===== src/logic/pic_pkg.sv =====
// Constants for the interrupt control and status register block
package pic_pkg;

	// Register placement and value after reset
	localparam logic [7:0] PIC_CSR_OFFSET = 8'h38;
	localparam logic [31:0] PIC_CSR_RESET = 32'h0000_0000;

	// Status bit positions
	localparam int PIC_SUMMARY_BIT = 23;
	localparam int PIC_TABORT_BIT = 21;
	localparam int PIC_MABORT_BIT = 20;
	localparam int PIC_RDONE_BIT = 19;
	localparam int PIC_WDONE_BIT = 18;
	localparam int PIC_INBOX_BIT = 17;
	localparam int PIC_OUTBOX_BIT = 16;
	localparam int PIC_STATUS_LSB = 16;

	// Control bit and field positions
	localparam int PIC_RDONE_EN_BIT = 15;
	localparam int PIC_WDONE_EN_BIT = 14;
	localparam int PIC_INBOX_EN_BIT = 12;
	localparam int PIC_INBOX_BOX_LSB = 10;
	localparam int PIC_INBOX_BYTE_LSB = 8;
	localparam int PIC_OUTBOX_EN_BIT = 4;
	localparam int PIC_OUTBOX_BOX_LSB = 2;
	localparam int PIC_OUTBOX_BYTE_LSB = 0;

	// Byte lanes of the register port
	localparam int PIC_LANE_STATUS = 2;
	localparam int PIC_LANE_INCTL = 1;
	localparam int PIC_LANE_OUTCTL = 0;

endpackage


===== src/logic/pic_interrupt_control_status.sv =====
// Interrupt control and status register with its interrupt output
`timescale 1ns/1ps
`default_nettype none

module pic_irq_csr (
	// Clock and reset
	input wire logic mclk,
	input wire logic rst_b,
	// Host register port
	input wire logic reg_wr,
	input wire logic reg_rd,
	input wire logic [7:0] reg_addr,
	input wire logic [3:0] reg_be,
	input wire logic [31:0] reg_wdata,
	output logic [31:0] reg_rdata,
	output logic reg_rvalid,
	// Event pulses from counters and master logic
	input wire logic rd_count_zero,
	input wire logic wr_count_zero,
	input wire logic target_abort,
	input wire logic master_abort,
	// Add-on mailbox accesses
	input wire logic inbox_wr,
	input wire logic [1:0] inbox_num,
	input wire logic [3:0] inbox_be,
	input wire logic outbox_rd,
	input wire logic [1:0] outbox_num,
	input wire logic [3:0] outbox_be,
	// Open-drain interrupt pin, low when driven
	output logic int_out,
	output logic int_oe
);

	////////////////////////////////////////////////////////////////////////////////
	// State

	// All state of the block
	typedef struct packed {
		logic [5:0] status; // Latched conditions, bits 21..16
		logic rdone_en; // Read-complete enable
		logic wdone_en; // Write-complete enable
		logic in_en; // Incoming mailbox enable
		logic [1:0] in_box; // Incoming mailbox select
		logic [1:0] in_byte; // Incoming byte select
		logic out_en; // Outgoing mailbox enable
		logic [1:0] out_box; // Outgoing mailbox select
		logic [1:0] out_byte; // Outgoing byte select
		logic [31:0] rdata; // Read answer
		logic rvalid; // Read answer valid
		logic irq; // Registered interrupt request
	} pic_state_t;

	pic_state_t st_q; // Registered state
	pic_state_t st_d; // Next state
	logic in_hit; // Selected incoming byte written
	logic out_hit; // Selected outgoing byte read
	logic csr_sel; // Access addresses this register
	logic [5:0] ev; // Event pulses in status order
	logic [31:0] csr_view; // Register as read

	////////////////////////////////////////////////////////////////////////////////
	// Mailbox matching

	// Incoming mailbox byte written by the add-on side
	pic_mbox_match u_in_match (
		.strobe(inbox_wr),
		.box(inbox_num),
		.byte_en(inbox_be),
		.sel_box(st_q.in_box),
		.sel_byte(st_q.in_byte),
		.hit(in_hit)
	);

	// Outgoing mailbox byte read by the add-on side
	pic_mbox_match u_out_match (
		.strobe(outbox_rd),
		.box(outbox_num),
		.byte_en(outbox_be),
		.sel_box(st_q.out_box),
		.sel_byte(st_q.out_byte),
		.hit(out_hit)
	);

	////////////////////////////////////////////////////////////////////////////////
	// Read view and next state

	// Register image; fields 31:24, 22, 13 and 7:5 read zero
	always_comb begin
		csr_view = 32'h0000_0000;
		csr_view[pic_pkg::PIC_SUMMARY_BIT] = |st_q.status[3:0];
		csr_view[pic_pkg::PIC_TABORT_BIT:pic_pkg::PIC_STATUS_LSB] = st_q.status;
		csr_view[pic_pkg::PIC_RDONE_EN_BIT] = st_q.rdone_en;
		csr_view[pic_pkg::PIC_WDONE_EN_BIT] = st_q.wdone_en;
		csr_view[pic_pkg::PIC_INBOX_EN_BIT] = st_q.in_en;
		csr_view[pic_pkg::PIC_INBOX_BOX_LSB +: 2] = st_q.in_box;
		csr_view[pic_pkg::PIC_INBOX_BYTE_LSB +: 2] = st_q.in_byte;
		csr_view[pic_pkg::PIC_OUTBOX_EN_BIT] = st_q.out_en;
		csr_view[pic_pkg::PIC_OUTBOX_BOX_LSB +: 2] = st_q.out_box;
		csr_view[pic_pkg::PIC_OUTBOX_BYTE_LSB +: 2] = st_q.out_byte;
	end

	// Address decode and event collection
	always_comb begin
		csr_sel = (reg_addr == pic_pkg::PIC_CSR_OFFSET);
		ev = {target_abort, master_abort, rd_count_zero, wr_count_zero, in_hit, out_hit};
	end

	// Next-state logic
	always_comb begin
		st_d = st_q;
		// Write-one-clear, only through the status byte lane
		if (reg_wr && csr_sel && reg_be[pic_pkg::PIC_LANE_STATUS]) begin
			st_d.status = st_q.status & ~reg_wdata[pic_pkg::PIC_TABORT_BIT:pic_pkg::PIC_STATUS_LSB];
		end
		// Set applied after clear so a same-cycle event is never lost
		st_d.status = st_d.status | ev;
		// Enable and select bits per byte lane
		if (reg_wr && csr_sel && reg_be[pic_pkg::PIC_LANE_INCTL]) begin
			st_d.rdone_en = reg_wdata[pic_pkg::PIC_RDONE_EN_BIT];
			st_d.wdone_en = reg_wdata[pic_pkg::PIC_WDONE_EN_BIT];
			st_d.in_en = reg_wdata[pic_pkg::PIC_INBOX_EN_BIT];
			st_d.in_box = reg_wdata[pic_pkg::PIC_INBOX_BOX_LSB +: 2];
			st_d.in_byte = reg_wdata[pic_pkg::PIC_INBOX_BYTE_LSB +: 2];
		end
		if (reg_wr && csr_sel && reg_be[pic_pkg::PIC_LANE_OUTCTL]) begin
			st_d.out_en = reg_wdata[pic_pkg::PIC_OUTBOX_EN_BIT];
			st_d.out_box = reg_wdata[pic_pkg::PIC_OUTBOX_BOX_LSB +: 2];
			st_d.out_byte = reg_wdata[pic_pkg::PIC_OUTBOX_BYTE_LSB +: 2];
		end
		// Read answer one cycle after the strobe; unmapped reads return zero
		st_d.rvalid = reg_rd;
		if (reg_rd) begin
			st_d.rdata = csr_sel ? csr_view : 32'h0000_0000;
		end
		// Aborts always interrupt; the other four pass their enables
		st_d.irq = st_d.status[5] | st_d.status[4]
			| (st_d.status[3] & st_d.rdone_en)
			| (st_d.status[2] & st_d.wdone_en)
			| (st_d.status[1] & st_d.in_en)
			| (st_d.status[0] & st_d.out_en);
	end

	// State register; everything resets to zero, enables off
	always_ff @(posedge mclk or negedge rst_b) begin
		if (!rst_b) begin
			st_q <= '0;
		end else begin
			st_q <= st_d;
		end
	end

	////////////////////////////////////////////////////////////////////////////////
	// Outputs

	// Pin only pulled low; the wire's pull-up gives the idle level
	always_comb begin
		reg_rdata = st_q.rdata;
		reg_rvalid = st_q.rvalid;
		int_out = 1'b0;
		int_oe = st_q.irq;
	end

	////////////////////////////////////////////////////////////////////////////////
	// Assertions

	summary_or_a: assert property (@(posedge mclk) disable iff (!rst_b)
		reg_rvalid && $past(reg_addr) == pic_pkg::PIC_CSR_OFFSET
		|-> reg_rdata[pic_pkg::PIC_SUMMARY_BIT] == |reg_rdata[19:16])
		else $error("summary bit differs from OR of conditions");

	tabort_set_a: assert property (@(posedge mclk) disable iff (!rst_b)
		target_abort |=> st_q.status[5])
		else $error("target abort not latched");

	mabort_set_a: assert property (@(posedge mclk) disable iff (!rst_b)
		master_abort |=> st_q.status[4])
		else $error("master abort not latched");

	woc_clear_a: assert property (@(posedge mclk) disable iff (!rst_b)
		reg_wr && csr_sel && reg_be[2] && reg_wdata[19] && !rd_count_zero
		|=> !st_q.status[3])
		else $error("write one did not clear read-complete");

	woc_hold_a: assert property (@(posedge mclk) disable iff (!rst_b)
		st_q.status[2] && !(reg_wr && csr_sel && reg_be[2] && reg_wdata[18])
		|=> st_q.status[2])
		else $error("write-complete cleared without a written one");

	rdone_set_a: assert property (@(posedge mclk) disable iff (!rst_b)
		rd_count_zero ##1 (st_q.rdone_en && !reg_wr) |-> int_oe)
		else $error("enabled read-complete did not interrupt");

	// Latched write-complete alone, with its enable off, must leave the pin released
	wdone_gate_a: assert property (@(posedge mclk) disable iff (!rst_b)
		st_q.status[2] && !st_q.wdone_en && st_q.status[5:3] == 3'b000
		&& !(st_q.status[1] && st_q.in_en) && !(st_q.status[0] && st_q.out_en)
		|-> !int_oe)
		else $error("disabled write-complete raised the interrupt");

	wdone_set_a: assert property (@(posedge mclk) disable iff (!rst_b)
		wr_count_zero ##1 st_q.wdone_en |-> st_q.status[2] && int_oe)
		else $error("enabled write-complete did not interrupt");

	inbox_set_a: assert property (@(posedge mclk) disable iff (!rst_b)
		inbox_wr && inbox_num == st_q.in_box && inbox_be[st_q.in_byte]
		|=> st_q.status[1])
		else $error("selected incoming mailbox write not latched");

	outbox_set_a: assert property (@(posedge mclk) disable iff (!rst_b)
		outbox_rd && outbox_num == st_q.out_box && outbox_be[st_q.out_byte]
		|=> st_q.status[0])
		else $error("selected outgoing mailbox read not latched");

	irq_hold_a: assert property (@(posedge mclk) disable iff (!rst_b)
		st_q.status[1] && st_q.in_en |-> int_oe)
		else $error("interrupt dropped while enabled condition latched");

	outbox_en_a: assert property (@(posedge mclk) disable iff (!rst_b)
		st_q.status[0] && st_q.out_en |-> int_oe)
		else $error("outgoing mailbox interrupt not raised");

	reserved_zero_a: assert property (@(posedge mclk) disable iff (!rst_b)
		reg_rvalid |-> reg_rdata[31:24] == 8'h00 && !reg_rdata[22]
		&& !reg_rdata[13] && reg_rdata[7:5] == 3'h0)
		else $error("reserved bits read non-zero");

	set_wins_a: assert property (@(posedge mclk) disable iff (!rst_b)
		master_abort && reg_wr && csr_sel && reg_be[2] && reg_wdata[20]
		|=> st_q.status[4])
		else $error("event lost to simultaneous clear");

	irq_cycle_c: cover property (@(posedge mclk) disable iff (!rst_b)
		rd_count_zero ##1 int_oe ##[1:5] !int_oe);
	inbox_c: cover property (@(posedge mclk) disable iff (!rst_b) in_hit && st_q.in_en);
	collide_c: cover property (@(posedge mclk) disable iff (!rst_b)
		target_abort && reg_wr && csr_sel && reg_wdata[21]);

endmodule
`default_nettype wire


===== src/logic/pic_mbox_match.sv =====
// Match of one add-on mailbox access against the selected mailbox and byte
`timescale 1ns/1ps
`default_nettype none

module pic_mbox_match (
	// Add-on mailbox access
	input wire logic strobe,
	input wire logic [1:0] box,
	input wire logic [3:0] byte_en,
	// Selection from the register
	input wire logic [1:0] sel_box,
	input wire logic [1:0] sel_byte,
	// One-cycle match pulse
	output logic hit
);

	// Codes 0..3 stand for mailboxes one to four and bytes 0 to 3
	always_comb begin
		hit = strobe && (box == sel_box) && byte_en[sel_byte];
	end

endmodule
`default_nettype wire


===== config.mk =====
export PLATFORM = sky130hd
export DESIGN_NAME = pic_irq_csr
export DESIGN_NICKNAME = d
export VERILOG_FILES = /design/src/logic/pic_pkg.sv /design/src/logic/pic_interrupt_control_status.sv /design/src/logic/pic_mbox_match.sv
export SDC_FILE = /design/constraint.sdc
export NUM_CORES = 1
export LEC_CHECK = 0
export ABC_CLOCK_PERIOD_IN_PS = 4050
export BUFFER_PORTS_ARGS = -buffer_cell sky130_fd_sc_hd__buf_4
export CAP_MARGIN = 20
export CELL_PAD_IN_SITES_DETAIL_PLACEMENT = 0
export CELL_PAD_IN_SITES_GLOBAL_PLACEMENT = 1
export CORE_MARGIN = 2
export CORE_UTILIZATION = 35
export CTS_CLUSTER_SIZE = 40
export DETAILED_ROUTE_END_ITERATION = 7
export HOLD_SLACK_MARGIN = 0.06
export PLACE_DENSITY_LB_ADDON = 0.1
export SYNTH_ARGS = -nofsm -noshare
export SYNTH_HDL_FRONTEND = slang
export SYNTH_SLANG_ARGS = --single-unit

===== constraint.sdc =====
create_clock -name mclk -period 4.05 [get_ports mclk]
set_clock_uncertainty 0.2 [all_clocks]
set_input_delay 1.215 -clock mclk [delete_from_list [all_inputs] [get_ports mclk]]
set_output_delay 1.215 -clock mclk [all_outputs]
set_load 0.005 [all_outputs]

Word-level counts from Yosys, hierarchy flattened. Cells that the tools add are included.

Register bits after elaboration: 52. Bits of input ports: 66. Output and inout port bits: 35. Logic and storage cells: 46.

Order comparisons: 2. Equality and inequality tests: 3. Multiplexer cells: 8. Bitwise operators: 12. Reductions and logical operators: 9.

Operators by type and width (count): $mux 24 (1); $eq 8x6->1 const B (1); $logic_and 1x1->1 (8); $mux 7 (1); $and 6x6->6 (1); $lt 2x3->1 const B (2); $mux 6 (1); $not 6->6 (1); $or 6x6->6 (1); $mux 5 (1); $or 1x1->1 (5); $and 1x1->1 (4); $bmux 1 s2 (2); $eq 2x2->1 (2); $reduce_or 4->1 (1); $mux 1 (2).

Longest topological paths before layout. Gate-level depths: netlist (run 1).

Word-level depth: 10. Mapped depth: 5. Depth with buffers taken out: 5.

Cells and area by module. From an unflattened synthesis (run 1), not the netlist that was laid out.

Cells, all modules: 166. Area, all modules: 1819.2 µm².

By module, submodules not included: pic_irq_csr (times used 1, cells each 158, area each 1721.7 µm², sequential area each 975.9 µm²); pic_mbox_match (times used 2, cells each 4, area each 48.8 µm², sequential area each 0.0 µm²).

Worst setup path after synthesis (run 1). No wires, ideal clock.

Path kind: input to register. Start: input reg_addr[2]. End: register st_q (netlist bit int_oe). Library setup time: 0.138 ns. Arrival time: 2.587 ns. Required time: 3.712 ns. Path slack: 1.125 ns. Stages: 5. Buffers on the path: 0. Cell sequence: nor4b_4 -> nand4_2 -> mux2_4 -> a222oi_1 -> nand4bb_1.

RTL lines: start: declaration (line pic_interrupt_control_status.sv:12) `input wire logic [7:0] reg_addr,`; end signal: assignment (line pic_interrupt_control_status.sv:148) `st_q <= st_d;`; end: declaration (line pic_interrupt_control_status.sv:53) `pic_state_t st_q;`.

==> reports/qor.csv, run 1 <==
metric;value;unit
Avg WL per Cell;16.1;µm
Final setup viols;0;
Yosys warning total;0;
synth-to-layout area growth;38.2;%
Reg clk slew, reported paths;0.08;ns
largest net degree at the start of global routing;40;
first drt pass iteration count;4;
Crit-path slowest cell;nor4b_4;
commonest non-fill, non-tap cell in the layout;buf_4;
DR iter-0 viols;35;
Mapped Cells;121;
Place WS;0.715;ns
global-route wire length before repair;6220;µm
Clock Latency Late Sink;0.29;ns
via count;1224;
final net count;261;
post_cts resized;0;
DP Wirelength;2980;µm
Min-Delay Path Class;reg -> reg;
initial antenna violation count;0;
Core Footprint;4690;µm²
relative slew slack;47.4;%
# Max-Cap Violations;0;
Pleak;1.22;nW
status;finished clean;
Die H;73.7;µm
CP Cell Sequence;buf_4 > nor4b_4 > nand4_2 > mux2_4 > a222oi_1 > nand4bb_1;
DRC viols;0;
R2R setup slack;2.03;ns
sequential element share of the synthesized area;57.4;%
CP arrival;2.97;ns
vias per cell;4.90;
antenna viol nets, final;0;
I/O Buffers;71;
GRT Total Usage;15.5;%
final setup margin;1.04;ns
Hold Fails Final Rpt;0;
Detail Route met2 WL;2020;µm
Core Util, Final;50.1;%
worst IR drop on VDD;0.175;mV
Crit. End Element;register;
Required @ worst endpoint;4.01;ns
Setup TNS;0;ns
register area;976;µm²
hold buffers post-CTS;0;
Tightest Pin Transition;0.790;ns
met3 routed WL;217;µm
area occupied by multi-input gates;647;µm²
WL met1;1730;µm
synthesis-stage register bit count;39;
f_max;0.332;GHz
share of post-route cells with drive strength above 1;50.0;%
gpl congestion;0.732;
synthesized area;1700;µm²
Critical Path Max Stage Delay;0.49;ns
most frequent cells in the layout;71 x buf_4, 39 x dfrtp_1, 19 x a22o_1, 14 x conb_1, 11 x mux2_2;
RSZ-0062 raised after global routing;no;
Tmin final;3.01;ns
IO Pins;101;
number of global-route vias before repair;1279;
CP Launch Type;input pin;
Final Power;0.803;mW
final period utilization;74.3;%
CP Max Fanout;6;
Distinct cells, synth;30;
Post-Route WL;4010;µm
Power Density;342;nW/µm²
WP buf/inv;1;
htree depth;2;
TritonCTS clock tree;yes;
syn_area_per_cell;14.0;µm²
DIE AREA;5430;µm²
crit-path leading delay family;simple AND/OR/NAND/NOR gates;
critical path type;in -> reg;
post-CTS setup buffer count;0;
total CTS buffers;5;
Clock Tree Buf Depth;2;
Slew Limit Fails;0;
max layer used;met4;
Root Driver;clkbuf_8;
CTS sink count;39;
die width;73.7;µm
diodes inserted;0;
Initial Utilization;36.2;%
global route overflow;0;
Filler Cell Count;440;
Rows;25;
==> state kept, by name, indices dropped and copies added, names as in the netlist <==
signal and cells:
reg_rvalid 1, csr_view 18, reg_rdata 19, int_oe 1
==> cells in the mapped netlist <==
library cell  count  area, µm²
clkinv_1          1       3.75
nand4_2           1       12.5
a21boi_0          1       7.51
nor2_1            3       11.3
nand2_1           2       7.51
buf_2             1       5.00
a21o_1            2       15.0
nand4_4           1       21.3
a31oi_1           1       6.26
a32o_1            2       20.0
xor2_1            4       35.0
a222oi_1          1       10.0
and2_1            1       6.26
dfrtp_1          39        976
o21ai_0           1       5.00
or2_2             1       6.26
conb_1            1       3.75
mux2_4            1       15.0
clkbuf_1          2       7.51
and4bb_2          1       12.5
inv_1             1       3.75
nor4b_4           1       23.8
or4_1             1       7.51
a22o_1           19        166
and3_1            2       12.5
buf_4            14        105
nand4bb_1         1       11.3
mux2_2           11        124
nand4_1           2       12.5
mux4_2            2       45.0
==> final cells by class <==
| type | instances | share of cell area (%) |
|---|---|---|
| Sequential cell | 39 | 41.6 |
| Tap cell | 54 | 2.88 |
| Clock buffer | 6 | 3.52 |
| Multi-Input combinational cell | 76 | 27.5 |
| Clock inverter | 2 | 1.49 |
| Inverter | 2 | 0.320 |
| Timing Repair Buffer | 71 | 22.7 |
==> layer usage <==
metal / GRT usage [%] / vias to the layer above
met3: 5.21 / 4
met2: 24.2 / 47
met5: 0 / -
met1: 19.9 / 599
li1: - / 574
met4: 5.66 / 0
==> kinds of logic (layout without fill, tap and decap cells) <==
kind of cell / Yosys count / in the layout / synth area share, %
DFF: 39 / 39 / 57.4
AOI/OAI and AO/OA: 27 / 27 / 13.5
buffers and inverters: 19 / 81 / 7.36
and+or+nand+nor: 17 / 17 / 8.54
muxes: 14 / 14 / 10.8
xor gates and xnor gates: 4 / 4 / 2.06
other: 1 / 14 / 0.221
==> stage by stage <==
stage               cells  hold WS [ns]  cell area (µm²)
floorplan             134         0.260             1750
global placement      242         0.268             2230
detailed placement    242         0.272             2230
CTS                   250         0.291             2350
global route          250         0.317             2350
finish                250         0.287             2350
==> power breakdown <==
| part | internal (mW) | switching (mW) |
|---|---|---|
| sequential | 0.394 | 0.00402 |
| combinational | 0.0411 | 0.0294 |
| clock | 0.199 | 0.135 |
==> final timing paths <==
kind | cells after the start | to | startpoint
max reg2reg | 4 | int_oe | csr_view[8]
min in group asynchronous | 1 | csr_view[11] | rst_b
min reg2reg | 1 | reg_rdata[15] | csr_view[15]
max in group asynchronous | 1 | reg_rdata[21] | rst_b
min | 1 | reg_rdata[15] | csr_view[15]
max | 6 | int_oe | reg_addr[2]
Note: power is estimated with default switching activity, not from simulation.
==> run 2, diff against run 1 <==
--- a/config.mk
+++ b/config.mk
@@ -5,13 +5,13 @@
 export SDC_FILE = /design/constraint.sdc
 export NUM_CORES = 1
 export LEC_CHECK = 0
-export ABC_CLOCK_PERIOD_IN_PS = 4050
+export ABC_CLOCK_PERIOD_IN_PS = 2450
 export BUFFER_PORTS_ARGS = -buffer_cell sky130_fd_sc_hd__buf_4
 export CAP_MARGIN = 20
 export CELL_PAD_IN_SITES_DETAIL_PLACEMENT = 0
 export CELL_PAD_IN_SITES_GLOBAL_PLACEMENT = 1
 export CORE_MARGIN = 2
-export CORE_UTILIZATION = 35
+export CORE_UTILIZATION = 29
 export CTS_CLUSTER_SIZE = 40
 export DETAILED_ROUTE_END_ITERATION = 7
 export HOLD_SLACK_MARGIN = 0.06
==> constraint.sdc (replaced) <==
create_clock -name mclk -period 2.45 [get_ports mclk]
set_clock_uncertainty 0.2 [all_clocks]
set_input_delay 0.735 -clock mclk [delete_from_list [all_inputs] [get_ports mclk]]
set_output_delay 0.735 -clock mclk [all_outputs]
set_load 0.005 [all_outputs]
==> run 2 against run 1 <==
  * Via count grew 2.8%
  * Worst hold slack lost 0.083 ns
  * Largest power group unchanged
  * Routed wire length grew 2.4%
  * Critical endpoint unchanged
  * Total power grew 56%
  * Sequential cell count is the same
  * First-iteration DRC count grew 14%
  * Non-clock buffer count grew 10
  * Highest routed layer unchanged
  * Die area grew 20%
==> reports/qor.csv, run 2 (synthesis gave the netlist of run 1 again) <==
metric;value;unit;change
status;finished clean;;unchanged
via count;1258;;was 1,224
final net count;271;;was 261
total CTS buffers;5;;unchanged
Tmin final;2.29;ns;
Hold Fails Final Rpt;0;;unchanged
Required @ worst endpoint;2.40;ns;was 4.01 ns
RSZ-0062 raised after global routing;no;;unchanged
Slew Limit Fails;0;;unchanged
global-route wire length before repair;6580;µm;was 6220 µm
post-CTS setup buffer count;0;;unchanged
worst IR drop on VDD;0.251;mV;was 0.175 mV
synth-to-layout area growth;43.2;%;was 38.2%
initial antenna violation count;0;;unchanged
Core Util, Final;43.6;%;was 50.1%
post_cts resized;0;;unchanged
Clock Tree Buf Depth;2;;unchanged
share of post-route cells with drive strength above 1;52.4;%;was 50.0%
largest net degree at the start of global routing;40;;unchanged
CP Max Fanout;4;;was 6
Final setup viols;0;;unchanged
IO Pins;101;;unchanged
Die H;80.5;µm;was 73.7 µm
vias per cell;4.53;;was 4.90
Power Density;515;nW/µm²;was 342 nW/µm²
Initial Utilization;30.5;%;was 36.2%
f_max;0.438;GHz;
commonest non-fill, non-tap cell in the layout;buf_4;;unchanged
Filler Cell Count;548;;was 440
Place WS;-0.167;ns;was 0.715 ns
GRT Total Usage;13.6;%;was 15.5%
Crit. End Element;register;;unchanged
CP Launch Type;input pin;;unchanged
Largest register FFs;19;;unchanged
Core Footprint;5570;µm²;was 4690 µm²
area occupied by multi-input gates;647;µm²;unchanged
hold buffers post-CTS;0;;unchanged
diodes inserted;0;;unchanged
first drt pass iteration count;4;;unchanged
Rows;27;;was 25
DR iter-0 viols;40;;was 35
CTS sink count;39;;unchanged
TritonCTS clock tree;yes;;unchanged
htree depth;2;;unchanged
die width;80.5;µm;was 73.7 µm
number of global-route vias before repair;1352;;was 1,279
Cell Area, Placed;2330;µm²;was 2230 µm²
Avg WL per Cell;14.8;µm;was 16.1 µm
worst r2r path cells;4;;unchanged
design area;2430;µm²;was 2350 µm²
antenna viol nets, final;0;;unchanged
Root Driver;clkbuf_8;;unchanged
I/O Buffers;71;;unchanged
Min-Delay Path Class;in -> async;;was reg -> reg
critical path type;in -> reg;;unchanged
CP arrival;2.24;ns;was 2.97 ns
Reg clk slew, reported paths;0.08;ns;about the same
Hold Slack;0.203;ns;was 0.287 ns
DRC viols;0;;unchanged
final period utilization;93.3;%;
# Max-Cap Violations;0;;unchanged
Pleak;1.25;nW;was 1.22 nW
Post-Route WL;4110;µm;was 4010 µm
gpl congestion;0.690;;was 0.732
most frequent cells in the layout;81 x buf_4, 39 x dfrtp_1, 19 x a22o_1, 14 x conb_1, 11 x mux2_2;;was 71 x buf_4, 39 x dfrtp_1, 19 x a22o_1, 14 x conb_1, 11 x mux2_2
DP Wirelength;3220;µm;was 2980 µm
register area;976;µm²;unchanged
DIE AREA;6490;µm²;was 5430 µm²
global route overflow;0;;unchanged
final setup margin;0.165;ns;was 1.04 ns
Clock Latency Late Sink;0.29;ns;about the same
run 2: cell count changes in the layout (fill, tap and decap cells not counted):
cell        change
clkbuf_8        +1
clkinv_2        -1
clkinvlp_4      +1
bufinv_16       -1
buf_4          +10
run 2: stage by stage:
step,instances,power [mW],TNS [ns]
after global routing,278,1.32,0
after detailed placement,270,0.792,-0.167
final,278,1.25,0
after floorplan,134,0.717,0
after CTS,278,1.28,0
after global placement,270,0.790,-0.143
run 2: cell type report:
type	count	area share (%)
multi-input cells	76	26.6
clock inverters	1	0.309
repair buffers	81	25.0
inverters	2	0.309
flip-flops and latches	39	40.1
well taps	72	3.70
clock buffers	7	3.96
run 2: power breakdown:
group / total, mW / switching [mW] / internal [mW]
combinational: 0.119 / 0.0487 / 0.0706
clock: 0.476 / 0.220 / 0.256
sequential: 0.659 / 0.00653 / 0.652
total: 1.25 / 0.275 / 0.979
run 2: final timing paths:
kind,startpoint,end,slack (ns)
max,reg_addr[2],int_oe,0.16
min,rst_b,reg_rdata[10],0.20
max reg2reg,csr_view[8],int_oe,0.39
min reg2reg,csr_view[20],reg_rdata[20],0.29
max in group asynchronous,rst_b,csr_view[1],1.50
min in group mclk,csr_view[20],reg_rdata[20],0.29
run 2: worst max-delay path, stage by stage:
cell and delay (ns):
buf_4 0.12, nor4b_4 0.25, buf_4 0.18, nand4_2 0.14, mux2_4 0.33, a222oi_1 0.36
nand4bb_1 0.13
run 2: routing by layer:
layer	vias up	part of all wire, %	GRT usage, %
li1	593	-	-
met1	608	41	16.5
met2	49	50	22.5
met3	8	7.9	4.16
met4	0	1.3	5.08
met5	-	0	0
==> run 3, diff against run 2 <==
--- a/config.mk
+++ b/config.mk
@@ -5,7 +5,7 @@
 export SDC_FILE = /design/constraint.sdc
 export NUM_CORES = 1
 export LEC_CHECK = 0
-export ABC_CLOCK_PERIOD_IN_PS = 2450
+export ABC_CLOCK_PERIOD_IN_PS = 2100
 export BUFFER_PORTS_ARGS = -buffer_cell sky130_fd_sc_hd__buf_4
 export CAP_MARGIN = 20
 export CELL_PAD_IN_SITES_DETAIL_PLACEMENT = 0
@@ -15,6 +15,7 @@
 export CTS_CLUSTER_SIZE = 40
 export DETAILED_ROUTE_END_ITERATION = 7
 export HOLD_SLACK_MARGIN = 0.06
+export MAX_ROUTING_LAYER = met4
 export PLACE_DENSITY_LB_ADDON = 0.1
 export SYNTH_ARGS = -nofsm -noshare
 export SYNTH_HDL_FRONTEND = slang
==> constraint.sdc (replaced) <==
create_clock -name mclk -period 2.1 [get_ports mclk]
set_clock_uncertainty 0.2 [all_clocks]
set_input_delay 0.63 -clock mclk [delete_from_list [all_inputs] [get_ports mclk]]
set_output_delay 0.63 -clock mclk [all_outputs]
set_load 0.005 [all_outputs]
==> run 3 against run 2 <==
  * The flow now finishes with violations (setup timing)
  * Combinational power increased by 19%
  * Die area unchanged
  * Worst hold slack lost 0.098 ns
  * Sequential share of layout area fell by 0.45 points
  * First-iteration DRC count grew 38%
  * Clock power up 17%
  * Global-route usage rose by 1.2 points
  * Critical path depth unchanged
  * Utilization up 0.49 points
  * Total power grew 17%
  * Final cell count is the same
==> reports/qor.csv, run 3 (synthesis gave the netlist of run 1 again) <==
metric;value;unit;change
status;finished, violations left;;was finished clean
violated checks;setup timing;;
IO Pins;101;;unchanged
final setup margin;-0.0471;ns;was 0.165 ns
Initial Utilization;30.5;%;unchanged
commonest non-fill, non-tap cell in the layout;buf_4;;unchanged
Die H;80.5;µm;unchanged
number of global-route vias before repair;1356;;was 1,352
logic gate share of total power;9.6;%;was 9.5%
global-route wire length before repair;6910;µm;was 6580 µm
WP buf/inv;2;;unchanged
DR iter-0 viols;55;;was 40
first drt pass iteration count;4;;unchanged
Clock Latency Late Sink;0.29;ns;about the same
initial antenna violation count;0;;unchanged
share of post-route cells with drive strength above 1;52.4;%;unchanged
Place WS;-0.384;ns;was -0.167 ns
DP Wirelength;3280;µm;was 3220 µm
relative slew slack;66.1;%;
Clock Tree Buf Depth;2;;unchanged
final net count;271;;unchanged
CP Launch Type;input pin;;unchanged
Critical Path Max Stage Delay;0.37;ns;was 0.36 ns
largest net degree at the start of global routing;40;;unchanged
Required @ worst endpoint;2.06;ns;was 2.40 ns
Pleak;1.26;nW;was 1.25 nW
I/O Buffers;71;;unchanged
Post-Route WL;4320;µm;was 4110 µm
GRT Total Usage;14.7;%;was 13.6%
DRC viols;0;;unchanged
CTS sink count;39;;unchanged
final period utilization;102;%;
Min-Delay Path Class;in -> async;;unchanged
Core Footprint;5570;µm²;unchanged
die width;80.5;µm;unchanged
GRT Max-Usage Layer;met2;;unchanged
most frequent cells in the layout;78 x buf_4, 39 x dfrtp_1, 19 x a22o_1, 14 x conb_1, 10 x mux2_2;;was 81 x buf_4, 39 x dfrtp_1, 19 x a22o_1, 14 x conb_1, 11 x mux2_2
DIE AREA;6490;µm²;unchanged
Seq pwr share;52.3;%;was 52.5%
global routing usage on met2;22.8;%;was 22.5%
via count;1261;;was 1,258
Sw Share;22.2;%;was 21.9%
diodes inserted;0;;unchanged
met3 Usage GRT;3.93;%;was 4.16%
clock power share;38.0;%;was 37.9%
Reg clk slew, reported paths;0.08;ns;about the same
RSZ-0062 raised after global routing;yes;;was no
Crit. End Element;register;;unchanged
Tightest Pin Transition;0.509;ns;
critical path type;in -> reg;;unchanged
Largest register FFs;19;;unchanged
P_sw;0.326;mW;was 0.275 mW
synth-to-layout area growth;44.8;%;was 43.2%
worst IR drop on VDD;0.266;mV;was 0.251 mV
Tmin final;2.15;ns;
TritonCTS clock tree;yes;;unchanged
Core Util, Final;44.1;%;was 43.6%
Power Density;597;nW/µm²;was 515 nW/µm²
CP arrival;2.11;ns;was 2.24 ns
Final setup viols;1;;was 0
Rows;27;;unchanged
Hold Fails Final Rpt;0;;unchanged
Root Driver;clkbuf_8;;unchanged
gpl congestion;0.729;;was 0.690
vias per cell;4.54;;was 4.53
GRT met1 Usage;18.3;%;was 16.5%
internal power;1.14;mW;was 0.979 mW
Avg WL per Cell;15.5;µm;was 14.8 µm
CP Max Fanout;6;;was 4
crit-path leading delay family;simple AND/OR/NAND/NOR gates;;unchanged
CP Cell Sequence;buf_6 > nor4b_4 > buf_4 > nand4_4 > mux2_4 > a222oi_1 > nand4bb_1;;was buf_4 > nor4b_4 > buf_4 > nand4_2 > mux2_4 > a222oi_1 > nand4bb_1
f_max;0.466;GHz;
antenna viol nets, final;0;;unchanged
htree depth;2;;unchanged
hold buffers post-CTS;0;;unchanged
Slew Limit Fails;0;;unchanged
Crit-path slowest cell;a222oi_1;;unchanged
global route overflow;0;;unchanged
total CTS buffers;5;;unchanged
# Max-Cap Violations;0;;unchanged
## run 3: final timing paths
kind,slack [ns],from,end,depth (start not counted)
max,-0.05,reg_addr[2],int_oe,7
min,0.10,rst_b,csr_view[1],1
max reg2reg,0.02,csr_view[8],int_oe,4
min reg2reg,0.30,csr_view[15],reg_rdata[15],1
max in group asynchronous,1.23,rst_b,reg_rdata[19],1
min in group mclk,0.27,reg_rd,reg_rvalid,1
## run 3: what timing repair did
action                     4_1_cts  5_1_grt
pin swaps                        4        1
setup endpoints to repair        1        1
gates resized for setup          4        0
setup buffers                    1        0
## run 3: power groups by stage
stage,Clock [mW],Sequential (mW),Combinational [mW]
after detailed placement,0,0.784,0.141
final,0.559,0.769,0.142
after global routing,0.626,0.770,0.157
after global placement,0,0.783,0.138
after floorplan,0,0.781,0.0555
after CTS,0.586,0.769,0.144
## run 3: per-stage QoR
stage	instances	hold WS (ns)	total power, mW	setup TNS [ns]	area (µm²)
after detailed placement	269	0.273	0.925	-0.612	2330
final	278	0.105	1.47	-0.0471	2460
after global routing	278	0.126	1.55	-0.147	2460
after floorplan	134	0.134	0.837	-0.218	1750
after global placement	269	0.269	0.921	-0.541	2330
after CTS	278	0.114	1.50	-0.0499	2460
## run 3: cell type report
cell class | count | area, µm²
repair buffers | 81 | 628
inverters | 2 | 7.51
flip-flops and latches | 39 | 976
fillers | 548 | 3110
well taps | 72 | 90.1
clock buffers | 7 | 96.3
clock inverters | 1 | 7.51
multi-input cells | 76 | 654
## run 3: worst register-to-register path, cell delays in order, from the launching register on
cell	delay [ns]
dfrtp_1	0.40
mux4_2	0.52
a32o_1	0.30
a222oi_1	0.40
nand4bb_1	0.14
## run 3: layer usage
layer | up-vias | share of wire, %
met1 | 614 | 42
met3 | 9 | 5.7
li1 | 591 | -
met2 | 47 | 50
met4 | 0 | 2.3
met5 | - | 0
